[src/isf_consts.vh]
`ifndef ISF_CONSTS_VH
`define ISF_CONSTS_VH
// ==========================================================
// register offsets (byte addresses)
`define ISF_OFF_STATUS 4'h0
`define ISF_OFF_TXHOLD 4'h4
`define ISF_OFF_RXHOLD 4'h8
`define ISF_OFF_CTRL 4'hc
// ==========================================================
// status field positions
`define ISF_B_ACK 15
`define ISF_B_TX 14
`define ISF_B_COLL 10
`define ISF_B_GCALL 9
`define ISF_B_TEN 8
`define ISF_B_WCOL 7
`define ISF_B_OVF 6
`define ISF_B_DA 5
`define ISF_B_RBF 1
`define ISF_B_TBF 0
// ==========================================================
// reset values
`define ISF_STAT_RST 16'h0000
`define ISF_BYTE_RST 8'h00
`define ISF_CTRL_RST 8'h00
// ==========================================================
// timing: one byte slot = 8 data bits plus ack
`define ISF_SLOT_BITS 4'h9
`endif

[src/isf_status.v]
// Added by the designer: the Wishbone interface to the registers and the register addresses.
`timescale 1ns/1ns
`include "isf_consts.vh"
// Behaviour
// - tx flag high through 8 bits plus ack, unless lost arbitration drops it first
// - collision flag set on lost arbitration
// - general call flag set, cleared at stop
// - ten-bit match flag set, cleared at stop
// - busy tx write rejected, sets sticky flag
module isf_status (
    // clock and reset
    input wire clk_i,
    input wire rst_i,
    // wishbone slave
    input wire wb_cyc_i,
    input wire wb_stb_i,
    input wire wb_we_i,
    input wire [3:0] wb_adr_i,
    input wire [3:0] wb_sel_i,
    input wire [31:0] wb_dat_i,
    output reg [31:0] wb_dat_o,
    output reg wb_ack_o,
    // bus sequencer events (asynchronous, synchronised here)
    input wire ack_slot_end_i,
    input wire ack_sampled_n_i,
    input wire tx_start_i,
    input wire coll_det_i,
    input wire stop_det_i,
    input wire gcall_match_i,
    input wire ten_match_i,
    input wire rx_byte_i,
    input wire [7:0] rx_data_i,
    input wire busy_i,
    input wire data_byte_i,
    // outputs to the sequencer
    output reg tx_load_o,
    output reg [7:0] tx_byte_o,
    output reg master_tx_active_o,
    output reg [7:0] ctrl_o
);
    // ==========================================================
    // synchronisers
    // event slots in the synchronised vector
    localparam EV_ACK = 9;
    localparam EV_NACK = 8;
    localparam EV_TX = 7;
    localparam EV_COLL = 6;
    localparam EV_STOP = 5;
    localparam EV_GC = 4;
    localparam EV_TEN = 3;
    localparam EV_RX = 2;
    localparam EV_BUSY = 1;
    localparam EV_DATA = 0;
    wire [9:0] raw;
    wire [9:0] syn;
    wire [7:0] rx_syn;
    assign raw = {ack_slot_end_i, ack_sampled_n_i, tx_start_i, coll_det_i, stop_det_i,
                  gcall_match_i, ten_match_i, rx_byte_i, busy_i, data_byte_i};
    isf_sync #(.WIDTH(10)) u_sync (
        .clk_i(clk_i),
        .rst_i(rst_i),
        .d_i(raw),
        .q_o(syn)
    );
    // rx data takes the same two flops, so it lines up with its strobe's edge
    isf_sync #(.WIDTH(8)) u_sync_rx (
        .clk_i(clk_i),
        .rst_i(rst_i),
        .d_i(rx_data_i),
        .q_o(rx_syn)
    );
    // edge detect after sync; pulses are one cycle
    // history resets low, the idle level of every strobe, so no false edge
    reg [9:0] prev_q;
    always @(posedge clk_i) begin
        if (rst_i) begin
            prev_q <= 10'h000;
        end else begin
            prev_q <= syn;
        end
    end
    wire [9:0] rise = syn & ~prev_q;
    wire ev_ack = rise[EV_ACK];
    wire nack_lvl = syn[EV_NACK];
    wire ev_tx = rise[EV_TX];
    wire ev_coll = rise[EV_COLL];
    wire ev_stop = rise[EV_STOP];
    wire ev_gc = rise[EV_GC];
    wire ev_ten = rise[EV_TEN];
    wire ev_rx = rise[EV_RX];
    wire busy = syn[EV_BUSY] | master_tx_active_o;
    wire data_lvl = syn[EV_DATA];
    // ==========================================================
    // bus decode
    function sel_hit;
        input [3:0] adr;
        input [3:0] off;
        begin
            sel_hit = (adr == off);
        end
    endfunction
    wire req = wb_cyc_i & wb_stb_i & ~wb_ack_o;
    wire wr = req & wb_we_i;
    wire rd = req & ~wb_we_i;
    wire wr_stat = wr & sel_hit(wb_adr_i, `ISF_OFF_STATUS) & wb_sel_i[0];
    wire wr_tx = wr & sel_hit(wb_adr_i, `ISF_OFF_TXHOLD) & wb_sel_i[0];
    wire wr_ctl = wr & sel_hit(wb_adr_i, `ISF_OFF_CTRL) & wb_sel_i[0];
    wire rd_rx = rd & sel_hit(wb_adr_i, `ISF_OFF_RXHOLD);
    // ==========================================================
    // flags
    reg ack_q, coll_q, gc_q, ten_q, wcol_q, ovf_q, full_q, da_q;
    reg [7:0] rx_q;
    reg [3:0] bitcnt_q;
    always @(posedge clk_i) begin
        if (rst_i) begin
            ack_q <= 1'b0;
            coll_q <= 1'b0;
            gc_q <= 1'b0;
            ten_q <= 1'b0;
            wcol_q <= 1'b0;
            ovf_q <= 1'b0;
            full_q <= 1'b0;
            da_q <= 1'b0;
            rx_q <= `ISF_BYTE_RST;
            bitcnt_q <= 4'h0;
            master_tx_active_o <= 1'b0;
            tx_load_o <= 1'b0;
            tx_byte_o <= `ISF_BYTE_RST;
            ctrl_o <= `ISF_CTRL_RST;
        end else begin
            tx_load_o <= 1'b0;
            if (ev_ack) begin
                ack_q <= nack_lvl;
            end
            // tx flag covers eight bits and the ack slot; a slot end seen
            // before the eighth bit is not ours and leaves the flag up
            if (wr_tx && !busy) begin
                tx_byte_o <= wb_dat_i[7:0];
                tx_load_o <= 1'b1;
                master_tx_active_o <= 1'b1;
                bitcnt_q <= `ISF_SLOT_BITS;
            end else if (ev_coll && master_tx_active_o) begin
                // lost arbitration ends the transfer, else busy would stick
                master_tx_active_o <= 1'b0;
                bitcnt_q <= 4'h0;
            end else if (ev_ack && master_tx_active_o && bitcnt_q == 4'h1) begin
                master_tx_active_o <= 1'b0;
                bitcnt_q <= 4'h0;
            end else if (ev_tx && master_tx_active_o && bitcnt_q > 4'h1) begin
                bitcnt_q <= bitcnt_q - 4'h1;
            end
            // software writes one to clear; a same-cycle event wins
            if (ev_coll) begin
                coll_q <= 1'b1;
            end else if (wr_stat && wb_dat_i[`ISF_B_COLL]) begin
                coll_q <= 1'b0;
            end
            if (ev_gc) begin
                gc_q <= 1'b1;
            end else if (ev_stop) begin
                gc_q <= 1'b0;
            end
            if (ev_ten) begin
                ten_q <= 1'b1;
            end else if (ev_stop) begin
                ten_q <= 1'b0;
            end
            if (wr_tx && busy) begin
                wcol_q <= 1'b1;
            end else if (wr_stat && wb_dat_i[`ISF_B_WCOL]) begin
                wcol_q <= 1'b0;
            end
            if (ev_rx && full_q) begin
                ovf_q <= 1'b1;
            end else if (wr_stat && wb_dat_i[`ISF_B_OVF]) begin
                ovf_q <= 1'b0;
            end
            // overflowed byte is dropped, earlier byte kept
            if (ev_rx && !full_q) begin
                rx_q <= rx_syn;
                full_q <= 1'b1;
                da_q <= data_lvl;
            end else if (rd_rx) begin
                full_q <= 1'b0;
            end
            if (wr_ctl) begin
                ctrl_o <= wb_dat_i[7:0];
            end
        end
    end
    // ==========================================================
    // read mux and ack
    reg [15:0] stat;
    // unused status bits read as zero
    always @* begin
        stat = `ISF_STAT_RST;
        stat[`ISF_B_ACK] = ack_q;
        stat[`ISF_B_TX] = master_tx_active_o;
        stat[`ISF_B_COLL] = coll_q;
        stat[`ISF_B_GCALL] = gc_q;
        stat[`ISF_B_TEN] = ten_q;
        stat[`ISF_B_WCOL] = wcol_q;
        stat[`ISF_B_OVF] = ovf_q;
        stat[`ISF_B_DA] = da_q;
        stat[`ISF_B_RBF] = full_q;
        // buffer-full mirrors the tx flag: the byte leaves as the transfer ends
        stat[`ISF_B_TBF] = master_tx_active_o;
    end
    // registered ack: one wait state; the ~ack term stops a second take
    always @(posedge clk_i) begin
        if (rst_i) begin
            wb_ack_o <= 1'b0;
            wb_dat_o <= 32'h0000_0000;
        end else begin
            wb_ack_o <= req;
            if (rd) begin
                case (wb_adr_i)
                    `ISF_OFF_STATUS: wb_dat_o <= {16'h0000, stat};
                    `ISF_OFF_TXHOLD: wb_dat_o <= {24'h000000, tx_byte_o};
                    `ISF_OFF_RXHOLD: wb_dat_o <= {24'h000000, rx_q};
                    `ISF_OFF_CTRL: wb_dat_o <= {24'h000000, ctrl_o};
                    default: wb_dat_o <= 32'h0000_0000;
                endcase
            end
        end
    end
endmodule

[src/isf_sync.v]
`timescale 1ns/1ns
// ==========================================================
// two-flop synchroniser for bus event pins
module isf_sync #(
    parameter WIDTH = 1
) (
    // clock and reset
    input wire clk_i,
    input wire rst_i,
    // data
    input wire [WIDTH-1:0] d_i,
    output reg [WIDTH-1:0] q_o
);
    reg [WIDTH-1:0] meta_q;
    always @(posedge clk_i) begin
        if (rst_i) begin
            meta_q <= {WIDTH{1'b0}};
            q_o <= {WIDTH{1'b0}};
        end else begin
            meta_q <= d_i;
            q_o <= meta_q;
        end
    end
endmodule

[config.mk]
export PLATFORM = sky130hd
export DESIGN_NAME = isf_status
export DESIGN_NICKNAME = d
export VERILOG_FILES = /design/src/isf_status.v /design/src/isf_sync.v
export VERILOG_INCLUDE_DIRS = /design/src /design/src/src
export SDC_FILE = /design/constraint.sdc
export NUM_CORES = 1
export LEC_CHECK = 0
export BUFFER_PORTS_ARGS = -buffer_cell sky130_fd_sc_hd__buf_2
export CORE_MARGIN = 8
export CORE_UTILIZATION = 45
export CTS_CLUSTER_DIAMETER = 80
export DETAILED_ROUTE_END_ITERATION = 8
export MAX_ROUTING_LAYER = met4
export PLACE_DENSITY = 0.72
export SLEW_MARGIN = 20
export SYNTH_ARGS = -nofsm -noshare
export SYNTH_HDL_FRONTEND = slang
export SYNTH_HIERARCHICAL = 1
export SYNTH_SLANG_ARGS = --single-unit
[constraint.sdc]
create_clock -name clk_i -period 3.61 [get_ports clk_i]
set_clock_uncertainty 0.2 [all_clocks]
set_input_delay 0.5415 -clock clk_i [delete_from_list [all_inputs] [get_ports clk_i]]
set_output_delay 0.5415 -clock clk_i [all_outputs]
set_load 0.05 [all_outputs]
==> impl_results.md <==
* Outcome: finished clean
* Layout cells sized above 1 at roughly 34%
* Vias in the first global route at 2367
* Hold path cells at 2
* TNS Setup at 0 ps
* Crit path largest cell delay at ~560 ps
* Clk pwr share at 36.0%
* Core Area at roughly 8000 um^2
* CP max-delay cell: nor3_4
* P_int at roughly 1.5 mW
* Buf+Inv Stages, Crit Path at 0
* Post-synthesis cell count at between 300 and 400
* Maxcap violations at 0
* Setup violations, final at 0
* Crit-path cells: nand4bb_1 > nor3_4 > nor4b_4 > a22o_1
* Post-route ant nets at 0
* Compound-Gate Fraction of Synth Area at between 6 and 7%
* Via count at ~2300
* Final WL at between 6000 and 7000 um
* Simple-gate share of the synthesized area at ~22%
* Avg Cell Area, Syn at 11.27 um^2
* RSZ-0062 raised after global routing: no
* Wire per inst at around 14 um
* Crit path DAT at around 2400 ps
* Antenna diodes at 0
* Reg2Reg Capture Point: wb_dat_o[8]$_SDFFE_PP0P_
* Post-CTS sizing at 0
* Worst Hold End: u_sync_rx/meta_q[5]$_SDFF_PP0_
* Xor/xnor share of the synthesized area at less than 1%
* Total GRT Usage at about an eighth
* Clock transition at path regs at approximately 90 ps
* Mux share of post-synthesis cell area at 11.17%
* Worst path top cell family by delay: simple AND/OR/NAND/NOR gates
* Crit share post-route at between 60% and 70%
* Top Ports at roughly 110
* Post-Layout Cell Count at between 400 and 500
* Yosys reg bits at 95
* Net Switching at between 0.4 and 0.5 mW
* H-tree depth at 3
* Placed Cells incl. Taps at between 400 and 500
* Worst reg2reg path depth at 4
* Post-synth top cells: 95 x dfxtp_1, 42 x nor2_1, 26 x mux2i_1, 23 x nor2b_2, 22 x buf_4
* DRC errors left at 0
* Main combinational cell family by area after synthesis: simple AND/OR/NAND/NOR gates
* Slew at the pin closest to its max-slew limit at ~990 ps
* First-pass DRT Iterations at 4
* Critical setup path kind: register to register
* Lkg Pwr at roughly 1.8 nW
* Hold path start: rx_data_i[5]
* Cell taking the most area after synthesis: dfxtp_1
* Global route total overflow at 0
* Post-Synth Adder-Cell Area at less than 1%
* Sequential element share of the synthesized area at 52.25%
* Main area contributors after synthesis: dfxtp_1 52%, mux2i_1 7.2%, nor2b_2 5.5%
* Element type at the critical path end: register
* Rows at 33
* Max Fclk at around 440 MHz
* Post-synth cell types at 43
* Dpl hpwl at about 5000 um
* Flop-to-flop setup slack at around 1400 ps
* Root buf cell: clkbuf_8
* Final Slew Violations at 0
* First DRT Iteration DRCs at around 120
* GPL Wtd Cong at 0.8277
* Starting density of the core at 45.44%
* Hold/Removal Path Class: input pin to register
* Synth top area share at a little over half
* Via/cell ratio at roughly 4.7
* Setup repair bufs after CTS at 0
* Largest net degree at the start of global routing at 42
* Die X at 105.9 um
* Top-count cell post-synth: dfxtp_1
* Global-route wire length before repair at about 11000 um
* Max-slew headroom at between 30% and 40%
* Tmin final at roughly 2300 ps
* Startpoint Class: register
* CTS buffer count at 9
* Most used DFF post-synth: dfxtp_1
* Clk Latency, worst-skew pair at approximately 340 ps
* Critical Path RT at 3700 ps
* CTS max path bufs at 2
* Die H at between 100 and 150 um
* Reg-to-reg startpoint: wb_ack_o$_SDFF_PP0_
* Finished Core Util at between 50 and 60%
* Area growth syn-to-layout at 14.75%
* IO buf count at between 60 and 70
* Worst Path Max Fanout at 10
* Switching Fraction at a little under a quarter
* Layout Nets at between 400 and 500
* Gate power share at about 7.7%
* Pwr Density at 459.9 nW/um^2
* Initial antenna violation count at 0
* Post-synth ARST share at 0%
* Share of power burned in registers at between 50% and 60%
* Post-synth EDFFs at 0
* Die ar. at between 10000 and 15000 um^2
* Post-synthesis instance area at approximately 3600 um^2
* CTS Hold Bufs at 0
* Synth warn at 6
* Clk sink count at 95
* CTS tree: done
* Final Hold Vio Count at 0
* Peak supply drop at 0.0001863 V
## sequential cells by signal, indices dropped and copies added (netlist names), 4 cells and up
name	cells
rx_q	8
u_sync_rx/q_o	8
u_sync/q_o	10
u_sync/meta_q	10
wb_dat_o	13
bitcnt_q	4
prev_q	7
ctrl_o	8
u_sync_rx/meta_q	8
tx_byte_o	8
## metal layers
metal  track usage (%)  up-vias  wire [um]
li1                  -     1190          -
met1             15.25     1086       3170
met3             2.843        4        349
met4             5.628        0         57
met5                 -        -          0
met2             20.29       55       3407
## how the worst max path moves through the flow
stage / startpoint / to / cells after the start
after floorplan: wb_ack_o$_SDFF_PP0_ / wb_dat_o[14]$_SDFFE_PP0P_ / 5
after global placement: wb_we_i / wb_dat_o[15]$_SDFFE_PP0P_ / 5
after detailed placement: wb_we_i / wb_dat_o[9]$_SDFFE_PP0P_ / 5
after CTS: wb_ack_o$_SDFF_PP0_ / wb_dat_o[8]$_SDFFE_PP0P_ / 4
final: wb_ack_o$_SDFF_PP0_ / wb_dat_o[8]$_SDFFE_PP0P_ / 4
after global routing: wb_ack_o$_SDFF_PP0_ / wb_dat_o[15]$_SDFFE_PP0P_ / 4
## power by group through the flow
| stage | Combinational, mW | Clock, mW | Sequential (mW) |
|---|---|---|---|
| floorplan | 0.129 | 0 | 1.11 |
| global placement | 0.145 | 0 | 1.10 |
| detailed placement | 0.147 | 0 | 1.11 |
| CTS | 0.148 | 0.710 | 1.08 |
| global route | 0.159 | 0.764 | 1.08 |
| finish | 0.147 | 0.692 | 1.08 |
## cells in the final DEF, fill, tap and decap left out, types with 2 or more instances in the layout
cell type and count:
inv_6 2, o31ai_1 2, o21ai_0 2, inv_1 3
nand2_1 6, mux2_2 3, clkinv_2 2, nor2_1 42
buf_4 4, and2b_2 6, nand3b_1 2, ha_1 2
mux4_2 5, a22oi_1 8, nor4bb_1 3, nor3_4 2
clkbuf_8 10, a21oi_1 7, nor4_1 2, dfxtp_1 95
nor2b_4 4, nor2b_2 23, a22o_1 8, nor2b_1 16
conb_1 19, nor3_1 3, nand4bb_1 3, buf_2 67
mux2i_1 26
## metrics by stage
stage               instance area, um^2  setup slack [ps]  power [mW]  hold slack (ps)
global route                       4177              1178       2.008            177.9
finish                             4177              1351       1.921            208.1
detailed placement                 3973              1023       1.253            220.4
CTS                                4177              1333       1.939            189.6
floorplan                          3707              1734       1.235            213.8
global placement                   3973              1050       1.250            218.5
## worst reg2reg max path: stages, from the launching register on
cell,delay (ps)
dfxtp_1,320
nand4bb_1,540
nor3_4,560
nor4b_4,400
a22o_1,180
## cell families after synthesis
group                      Yosys count
and+or+nand+nor                    120
DFF                                 95
buffers and inverters               37
muxes                               34
AOI/OAI and AO/OA                   33
adders and majority gates            2
other                                1
xor gates and xnor gates             1
## layout make-up
| class | count | area (um^2) |
|---|---|---|
| tap | 105 | 131.4 |
| clock buffer | 10 | 137.6 |
| timing repair buffer | 71 | 365.4 |
| multi-input combinational | 209 | 1563 |
| sequential | 95 | 1902 |
| clock inverter | 6 | 66.31 |
| inverter | 3 | 11.26 |
| fill | 760 | 3834 |
(Power assumes the default switching activity.)
